File: src/rtl/osp_pkg.sv
// Operation
// Sync mode, read-write: 0 free run, 1 output sync manager; reset 1.
// Cycle time held in ns, read-write, reset zero.
// Supported modes word reads 0xc003: free run, sync manager, timing.
// Supported modes bits 2-5 report distributed clock features.
// Command entry: 1 starts measurement, 0 stops it; resets to zero.
// While measuring, measured entries hold the largest values seen.
// Starting a new measurement first clears earlier maxima.
// First event to output interval reads in ns, zero by default.
// Second event to output interval reads in ns.
// Minimum gap between first and second event reads in ns.
// Minimum cycle time reads as 32-bit ns value, zero by default.
// Missed event counter, 16-bit read-only, reset zero.
// Overrun counter: late cycle end or early start, operational state.
// Short gap counter, 16-bit read-only.
// Late output flag, read-only boolean, reset zero.
// Subindex zero reads highest subindex 0x20.
// No distributed clock: its entries keep their defaults.
// Event counters saturate at maximum instead of wrapping.
`default_nettype none
package osp_pkg;

   localparam logic [7:0]  SEL_HIGHEST_SUBINDEX  = 8'h00;
   localparam logic [7:0]  SEL_SYNC_MODE_SELECT  = 8'h01;
   localparam logic [7:0]  SEL_CYCLE_TIME_NS     = 8'h02;
   localparam logic [7:0]  SEL_FIRST_EVENT_NS    = 8'h03;
   localparam logic [7:0]  SEL_SUPPORTED_MODES   = 8'h04;
   localparam logic [7:0]  SEL_MINIMUM_CYCLE_NS  = 8'h05;
   localparam logic [7:0]  SEL_MIN_EVENT_GAP_NS  = 8'h06;
   localparam logic [7:0]  SEL_MEAS_COMMAND      = 8'h08;
   localparam logic [7:0]  SEL_SECOND_EVENT_NS   = 8'h09;
   localparam logic [7:0]  SEL_MISSED_EVENTS     = 8'h0b;
   localparam logic [7:0]  SEL_CYCLE_OVERRUNS    = 8'h0c;
   localparam logic [7:0]  SEL_SHORT_GAPS        = 8'h0d;
   localparam logic [7:0]  SEL_LATE_OUTPUT_FLAG  = 8'h20;

   localparam logic [7:0]  HIGHEST_SUBINDEX_VAL  = 8'h20;
   localparam logic [15:0] SUPPORTED_MODES_VAL   = 16'hc003;
   localparam logic [15:0] SYNC_MODE_FREE_RUN    = 16'h0000;
   localparam logic [15:0] SYNC_MODE_OUTPUT_SM   = 16'h0001;
   localparam logic [15:0] SYNC_MODE_RESET       = 16'h0001;
   localparam logic [31:0] CYCLE_TIME_RESET      = 32'h00000000;
   localparam logic [15:0] MEAS_CMD_STOP         = 16'h0000;
   localparam logic [15:0] MEAS_CMD_START        = 16'h0001;
   localparam logic [15:0] MEAS_CMD_RESET        = 16'h0000;
   localparam logic [31:0] DC_TIME_DEFAULT       = 32'h00000000;
   localparam logic [15:0] COUNTER_RESET         = 16'h0000;
   localparam logic [15:0] COUNTER_MAX           = 16'hffff;
   localparam logic        LATE_FLAG_DEFAULT     = 1'b0;

   localparam int          CLK_PERIOD_NS         = 10;
   localparam logic [31:0] NS_PER_CLK            = 32'(CLK_PERIOD_NS);
   localparam logic [31:0] NS_MAX                = 32'hffffffff;

   typedef enum logic [1:0] {
      OSP_MEAS_IDLE = 2'b00,
      OSP_MEAS_RUN  = 2'b01
   } osp_meas_type;

endpackage
`default_nettype wire
File: src/rtl/osp_output_sync.sv
`timescale 1ns/1ns
`default_nettype none
module osp_output_sync (
   input  wire logic        clk,
   input  wire logic        rstn,
   input  wire logic [7:0]  entry_sel,
   input  wire logic        entry_wr,
   input  wire logic        entry_rd,
   input  wire logic [31:0] entry_wdata,
   output logic      [31:0] entry_rdata,
   output logic             entry_ack,
   output logic             entry_err,
   input  wire logic        sm_event,
   input  wire logic        cycle_done,
   input  wire logic        op_state,
   output logic             output_update,
   output logic             free_run
);

   function automatic logic osp_is_mapped(input logic [7:0] sel);
      case (sel)
         osp_pkg::SEL_HIGHEST_SUBINDEX, osp_pkg::SEL_SYNC_MODE_SELECT,
         osp_pkg::SEL_CYCLE_TIME_NS,    osp_pkg::SEL_FIRST_EVENT_NS,
         osp_pkg::SEL_SUPPORTED_MODES,  osp_pkg::SEL_MINIMUM_CYCLE_NS,
         osp_pkg::SEL_MIN_EVENT_GAP_NS, osp_pkg::SEL_MEAS_COMMAND,
         osp_pkg::SEL_SECOND_EVENT_NS,  osp_pkg::SEL_MISSED_EVENTS,
         osp_pkg::SEL_CYCLE_OVERRUNS,   osp_pkg::SEL_SHORT_GAPS,
         osp_pkg::SEL_LATE_OUTPUT_FLAG: osp_is_mapped = 1'b1;
         default:                       osp_is_mapped = 1'b0;
      endcase
   endfunction

   logic [15:0]          sync_mode_r,   sync_mode_nxt;
   logic [31:0]          cycle_time_r,  cycle_time_nxt;
   logic [15:0]          meas_cmd_r,    meas_cmd_nxt;
   osp_pkg::osp_meas_type meas_st_r,    meas_st_nxt;
   logic [31:0]          min_cycle_r,   min_cycle_nxt;
   logic [15:0]          overrun_r,     overrun_nxt;
   logic [31:0]          timer_r,       timer_nxt;
   logic [31:0]          elapsed_r,     elapsed_nxt;
   logic                 busy_r,        busy_nxt;
   logic [31:0]          rdata_r,       rdata_nxt;
   logic                 ack_r,         ack_nxt;
   logic                 err_r,         err_nxt;
   logic                 update_r,      update_nxt;
   logic                 free_run_r,    free_run_nxt;

   logic                 is_free;
   logic                 tick;
   logic                 cycle_start;
   logic [31:0]          elapsed_inc;
   logic [31:0]          measured;
   logic                 overrun_evt;
   logic                 wr_ok;
   logic                 meas_start;

   assign is_free     = (sync_mode_r == osp_pkg::SYNC_MODE_FREE_RUN);
   // Nonzero cycle times up to one clock tick every clock; zero never ticks; no wrapped limit
   assign tick        = is_free && (cycle_time_r != 32'h00000000) &&
                        (cycle_time_r <= osp_pkg::NS_PER_CLK ||
                         timer_r >= cycle_time_r - osp_pkg::NS_PER_CLK);
   assign cycle_start = is_free ? tick : sm_event;
   assign elapsed_inc = (elapsed_r > osp_pkg::NS_MAX - osp_pkg::NS_PER_CLK) ?
                        osp_pkg::NS_MAX : elapsed_r + osp_pkg::NS_PER_CLK;
   assign measured    = elapsed_inc;
   // Early restart or late completion, counted only in operational state
   assign overrun_evt = op_state && busy_r &&
                        (cycle_start ||
                         (cycle_done && cycle_time_r != 32'h00000000 &&
                          measured > cycle_time_r));
   assign meas_start  = entry_wr && wr_ok &&
                        entry_sel == osp_pkg::SEL_MEAS_COMMAND &&
                        entry_wdata[15:0] == osp_pkg::MEAS_CMD_START &&
                        meas_st_r == osp_pkg::OSP_MEAS_IDLE;

   always_comb begin
      wr_ok = 1'b0;
      case (entry_sel)
         osp_pkg::SEL_SYNC_MODE_SELECT:
            wr_ok = entry_wdata[31:16] == 16'h0000 &&
                    (entry_wdata[15:0] == osp_pkg::SYNC_MODE_FREE_RUN ||
                     entry_wdata[15:0] == osp_pkg::SYNC_MODE_OUTPUT_SM);
         osp_pkg::SEL_CYCLE_TIME_NS:
            wr_ok = 1'b1;
         osp_pkg::SEL_MEAS_COMMAND:
            wr_ok = entry_wdata[31:16] == 16'h0000 &&
                    (entry_wdata[15:0] == osp_pkg::MEAS_CMD_STOP ||
                     entry_wdata[15:0] == osp_pkg::MEAS_CMD_START);
         default:
            wr_ok = 1'b0;
      endcase
   end

   // Entry access: writes take priority over reads
   always_comb begin
      sync_mode_nxt  = sync_mode_r;
      cycle_time_nxt = cycle_time_r;
      meas_cmd_nxt   = meas_cmd_r;
      meas_st_nxt    = meas_st_r;
      rdata_nxt      = rdata_r;
      ack_nxt        = entry_wr || entry_rd;
      err_nxt        = 1'b0;
      if (entry_wr) begin
         err_nxt = !wr_ok;
         if (wr_ok) begin
            case (entry_sel)
               osp_pkg::SEL_SYNC_MODE_SELECT: begin
                  sync_mode_nxt = entry_wdata[15:0];
               end
               osp_pkg::SEL_CYCLE_TIME_NS: begin
                  cycle_time_nxt = entry_wdata;
               end
               osp_pkg::SEL_MEAS_COMMAND: begin
                  meas_cmd_nxt = entry_wdata[15:0];
                  if (entry_wdata[15:0] == osp_pkg::MEAS_CMD_START) begin
                     meas_st_nxt = osp_pkg::OSP_MEAS_RUN;
                  end else begin
                     meas_st_nxt = osp_pkg::OSP_MEAS_IDLE;
                  end
               end
               default: begin
                  sync_mode_nxt = sync_mode_r;
               end
            endcase
         end
      end else if (entry_rd) begin
         err_nxt   = !osp_is_mapped(entry_sel);
         rdata_nxt = 32'h00000000;
         case (entry_sel)
            osp_pkg::SEL_HIGHEST_SUBINDEX:
               rdata_nxt = 32'(osp_pkg::HIGHEST_SUBINDEX_VAL);
            osp_pkg::SEL_SYNC_MODE_SELECT:
               rdata_nxt = {16'h0000, sync_mode_r};
            osp_pkg::SEL_CYCLE_TIME_NS:
               rdata_nxt = cycle_time_r;
            osp_pkg::SEL_SUPPORTED_MODES:
               rdata_nxt = 32'(osp_pkg::SUPPORTED_MODES_VAL);
            osp_pkg::SEL_MINIMUM_CYCLE_NS:
               rdata_nxt = min_cycle_r;
            osp_pkg::SEL_FIRST_EVENT_NS,
            osp_pkg::SEL_MIN_EVENT_GAP_NS,
            osp_pkg::SEL_SECOND_EVENT_NS:
               rdata_nxt = osp_pkg::DC_TIME_DEFAULT;
            osp_pkg::SEL_MEAS_COMMAND:
               rdata_nxt = {16'h0000, meas_cmd_r};
            osp_pkg::SEL_MISSED_EVENTS,
            osp_pkg::SEL_SHORT_GAPS:
               rdata_nxt = 32'(osp_pkg::COUNTER_RESET);
            osp_pkg::SEL_CYCLE_OVERRUNS:
               rdata_nxt = {16'h0000, overrun_r};
            osp_pkg::SEL_LATE_OUTPUT_FLAG:
               rdata_nxt = 32'(osp_pkg::LATE_FLAG_DEFAULT);
            default:
               rdata_nxt = 32'h00000000;
         endcase
      end
   end

   // Cycle timing, measurement and overrun counting
   always_comb begin
      timer_nxt     = timer_r;
      elapsed_nxt   = elapsed_r;
      busy_nxt      = busy_r;
      min_cycle_nxt = min_cycle_r;
      overrun_nxt   = overrun_r;
      update_nxt    = cycle_start;
      free_run_nxt  = is_free;
      if (!is_free || cycle_time_r == 32'h00000000 || tick) begin
         timer_nxt = 32'h00000000;
      end else begin
         timer_nxt = timer_r + osp_pkg::NS_PER_CLK;
      end
      if (cycle_start) begin
         busy_nxt    = 1'b1;
         elapsed_nxt = 32'h00000000;
      end else if (cycle_done) begin
         busy_nxt = 1'b0;
      end else if (busy_r) begin
         elapsed_nxt = elapsed_inc;
      end
      if (meas_start) begin
         min_cycle_nxt = 32'h00000000;
      end else if (meas_st_r == osp_pkg::OSP_MEAS_RUN && busy_r &&
                   cycle_done && measured > min_cycle_r) begin
         min_cycle_nxt = measured;
      end
      if (overrun_evt && overrun_r != osp_pkg::COUNTER_MAX) begin
         overrun_nxt = overrun_r + 16'h0001;
      end
   end

   always_ff @(posedge clk or negedge rstn) begin
      if (!rstn) begin
         sync_mode_r  <= osp_pkg::SYNC_MODE_RESET;
         cycle_time_r <= osp_pkg::CYCLE_TIME_RESET;
         meas_cmd_r   <= osp_pkg::MEAS_CMD_RESET;
         meas_st_r    <= osp_pkg::OSP_MEAS_IDLE;
         min_cycle_r  <= osp_pkg::DC_TIME_DEFAULT;
         overrun_r    <= osp_pkg::COUNTER_RESET;
         timer_r      <= 32'h00000000;
         elapsed_r    <= 32'h00000000;
         busy_r       <= 1'b0;
         rdata_r      <= 32'h00000000;
         ack_r        <= 1'b0;
         err_r        <= 1'b0;
         update_r     <= 1'b0;
         free_run_r   <= 1'b0;
      end else begin
         sync_mode_r  <= sync_mode_nxt;
         cycle_time_r <= cycle_time_nxt;
         meas_cmd_r   <= meas_cmd_nxt;
         meas_st_r    <= meas_st_nxt;
         min_cycle_r  <= min_cycle_nxt;
         overrun_r    <= overrun_nxt;
         timer_r      <= timer_nxt;
         elapsed_r    <= elapsed_nxt;
         busy_r       <= busy_nxt;
         rdata_r      <= rdata_nxt;
         ack_r        <= ack_nxt;
         err_r        <= err_nxt;
         update_r     <= update_nxt;
         free_run_r   <= free_run_nxt;
      end
   end

   assign entry_rdata   = rdata_r;
   assign entry_ack     = ack_r;
   assign entry_err     = err_r;
   assign output_update = update_r;
   assign free_run      = free_run_r;
endmodule
`default_nettype wire

File: config.mk
export PLATFORM = sky130hd
export DESIGN_NAME = osp_output_sync
export DESIGN_NICKNAME = d
export VERILOG_FILES = /design/src/rtl/osp_pkg.sv /design/src/rtl/osp_output_sync.sv
export SDC_FILE = /design/constraint.sdc
export NUM_CORES = 1
export LEC_CHECK = 0
export ABC_AREA = 1
export BUFFER_PORTS_ARGS = -buffer_cell sky130_fd_sc_hd__buf_2
export CAP_MARGIN = 20
export CORE_MARGIN = 1.5
export CORE_UTILIZATION = 60
export CTS_CLUSTER_DIAMETER = 60
export CTS_CLUSTER_SIZE = 20
export DETAILED_ROUTE_END_ITERATION = 8
export PLACE_DENSITY = 0.78
export REMOVE_ABC_BUFFERS = 1
export SYNTH_ARGS = -nofsm -noshare
export SYNTH_HDL_FRONTEND = slang
export SYNTH_SLANG_ARGS = --single-unit
File: constraint.sdc
create_clock -name clk -period 6.4 [get_ports clk]
set_input_delay 1.28 -clock clk [delete_from_list [all_inputs] [get_ports clk]]
set_output_delay 1.28 -clock clk [all_outputs]
set_load 0.005 [all_outputs]
==> impl_metrics.py <==
metrics = {
    "logic_synthesis": {
        "synth_top_area_share_pct": 38.1,
        "synthCells": 1822,
        "yosysSeqAreaShare_pct": 38.3,
        "synthArstFlopShare_pct": 100,
        "synth-edff-count": 0,
        "yosys_warnings": 0,
        "synth_common_cells": "434 x nand2_1, 242 x inv_1, 212 x dfrtp_1, 179 x nor2_1, 126 x nand3_1",
        "ys.flop_type": "dfrtp_1",
        "syn_avg_cell_area_sq_um": 7.65,
        "synth.distinct_cells": 59,
        "synthTopCellsByArea": "dfrtp_1 38%, nand2_1 12%, ha_1 8.9%",
        "yosysMostFrequentCell": "nand2_1",
        "synth_top_area_cell": "dfrtp_1",
        "syn_area_sq_um": 13900,
        "synth_seq_cells": 213,
    },
    "placed_design": {
        "port_buffers": 82,
        "gp_congestion": 0.949,
        "place_inst": 2145,
        "pre_cts_ws_ns": 1.75,
        "dpl.hpwl_um": 27300,
    },
    "setup_path": {
        "worstSetupEndpointType": "register",
        "critPathLaunchType": "register",
        "required_ns": 6.87,
        "crit_arrival_ns": 4.85,
        "critPathKind": "reg -> reg",
        "rr_worst_depth": 16,
        "cp_max_fo": 32,
    },
    "clocking": {
        "h-tree-depth": 1,
        "numCtsBuffers": 24,
        "cts.path.max_buffers": 3,
        "cts_tree": "built",
        "ctsHoldBuffers": 0,
        "cts_root_buf": "clkbuf_16",
        "worstSkewPairLatency_ns": 0.54,
        "clock-sinks": 213,
        "clk_pin_slew_worst_paths_ns": 0.08,
        "postCtsSetupRepairBufs": 0,
        "cts_resized": 0,
    },
    "drt": {
        "via_per_inst": 5.80,
        "dr.pass1.iters": 5,
        "wl_per_cell_um": 16.9,
        "postRouteAntennaNets": 0,
        "drc_errors": 0,
        "drt_iter0_drc": 1111,
        "dr_total_vias": 12703,
        "routed_wl_um": 37100,
    },
    "timing": {
        "layout_worst_path_cycle_share_pct": 68.4,
        "worst_pin_slew_ns": 1.11,
        "rsz0062_at_grt": "no",
        "fin_tns_setup_ns": 0,
        "hold_slack_ns": 0.479,
        "max_freq_mhz": 228,
        "fin_crit_ns": 4.38,
        "setup_slack_ns": 2.02,
        "final_max_slew_viol_count": 0,
        "slew_headroom_pct": 26.1,
        "hold_viol_final": 0,
        "setup_violations": 0,
        "fin_skew_ns": 0.0282,
    },
    "global_routing": {
        "grt_pass1_wl_um": 60100,
        "antenna_found_initial": 0,
        "gr-total-overflow": 0,
        "grt_max_degree": 103,
        "grt_pass1_vias": 11980,
        "grt_use_total_pct": 31.0,
    },
    "job": {
        "cap_violations": 0,
    },
    "pwr": {
        "combPwrFrac_pct": 12.9,
        "powerDensity_nw_per_um2": 215,
        "vdd_drop_max_v": 0.000214,
        "power.clock.fraction_pct": 43.9,
        "p_sw_share_pct": 30.7,
        "power.total_w": 0.00331,
        "intPower_w": 0.00229,
        "p_sw_w": 0.00102,
        "seq_power_share_pct": 43.1,
        "p_leak_nw": 7.89,
    },
    "layout": {
        "diodes": 0,
        "seqCellArea_sq_um": 5330,
        "nNetsFinal": 2034,
        "final_cells": 2191,
        "fillers": 1893,
        "multiInputGateArea_sq_um": 7360,
        "areaGrowthSynthToFinish_pct": 10.5,
        "drive_above_1_share_pct": 12.5,
    },
    "min_path": {
        "hold_depth": 2,
        "hold_class": "reg -> reg",
    },
    "die": {
        "ios": 83,
        "start_util_pct": 61.4,
        "core-area_sq_um": 22700,
        "die_y_um": 155,
        "fp.dieArea_sq_um": 24100,
        "die_w_um": 155,
        "fp-row-count": 55,
    },
    "outcome": {
        "status": "completed",
    },
}
-- power by group through the flow --
| stage | registers (W) | clock network, W | logic [W] |
|---|---|---|---|
| 2_1_floorplan | 0.00144 | 0 | 0.000259 |
| 3_3_place_gp | 0.00145 | 0 | 0.000409 |
| 3_5_place_dp | 0.00145 | 0 | 0.000418 |
| 4_1_cts | 0.00143 | 0.00147 | 0.000419 |
| 5_1_grt | 0.00143 | 0.00152 | 0.000477 |
| 6_report | 0.00143 | 0.00145 | 0.000428 |
-- cell type report --
class	instances	area share [%]
Inverter	263	6.46
Clock inverter	15	1.10
Timing Repair Buffer	90	3.33
Sequential cell	213	34.6
Clock buffer	29	4.36
Multi-Input combinational cell	1296	47.8
Tap cell	285	2.32
-- placed cells by master, fill, tap and decap left out, drive strengths merged --
cell / n
nand2: 451
inv: 268
dfrtp: 212
nor2: 196
nand3: 136
ha: 99
o21ai: 95
buf: 90
a21oi: 74
nand4: 66
xor2: 42
o22ai: 36
nor3: 33
clkbuf: 29
nor4: 9
clkinv: 9
or2: 9
xnor2: 8
o221ai: 8
a211oi: 6
a21o: 5
o211ai: 5
a31oi: 4
nand3b: 4
a41oi: 3
o21a: 2
nor3b: 1
o31ai: 1
and3: 1
o2111ai: 1
o21bai: 1
clkinvlp: 1
dfstp: 1
-- worst paths after layout --
check / endpoint / slack (ns) / from
min in group asynchronous: entry_ack / 0.77 / rstn
hold / removal: entry_rdata[25] / 0.48 / entry_rdata[25]
max in group asynchronous: timer_r[26] / 4.34 / rstn
setup reg to reg: min_cycle_r[30] / 2.02 / elapsed_r[19]
setup / recovery: min_cycle_r[30] / 2.02 / elapsed_r[19]
hold reg to reg: entry_rdata[25] / 0.48 / entry_rdata[25]
-- stage by stage --
| stage | cell area, sq um | utilization [%] |
|---|---|---|
| finish | 15400 | 67.8 |
| global route | 15400 | 67.8 |
| global placement | 14500 | 63.9 |
| detailed placement | 14500 | 63.9 |
| CTS | 15300 | 67.6 |
| floorplan | 13700 | - |
-- critical path: stages (launching register included) --
cell and delay, ns:
dfrtp_1 0.43, nand2_1 0.13, nor3_2 0.20, nand2_1 0.17, nor2_1 0.12, nand4_1 0.59, nand3_1 0.56, ha_1 0.32
a21oi_1 0.14, o21ai_0 0.09, nand2_1 0.07, o211ai_1 0.11, a21oi_1 0.17, nand2_1 0.10, nand2_1 0.82, nand3_1 0.17
nand2_1 0.12
-- kinds of logic (layout without fill, tap and decap cells) --
family	count (synthesis)	after routing	synth area share, %
compound gates	241	241	10.5
xor+xnor	50	50	3.14
fa+ha+maj	99	99	8.89
buf+inv	313	397	9.00
flops	213	213	38.3
simple gates	906	906	30.3
-- metal layers --
metal | track usage (%) | part of all wire (%) | routed length [um]
met5 | 0 | 0 | 0
met4 | 10.1 | 3.2 | 1200
met3 | 3.65 | 6.2 | 2300
met2 | 52.1 | 48 | 17700
met1 | 41.9 | 43 | 15900
-- registers in the layout, summed over array words and instances, names as in the netlist --
| register | cells |
|---|---|
| cycle_time_r | 32 |
| elapsed_r | 32 |
| entry_rdata | 32 |
| min_cycle_r | 32 |
| timer_r | 31 |
| meas_cmd_r | 16 |
| overrun_r | 16 |
| sync_mode_r | 16 |
| busy_r | 1 |
| entry_ack | 1 |
| entry_err | 1 |
| free_run | 1 |
| meas_st_r | 1 |
| output_update | 1 |
Power figures use the tool's default switching activity.
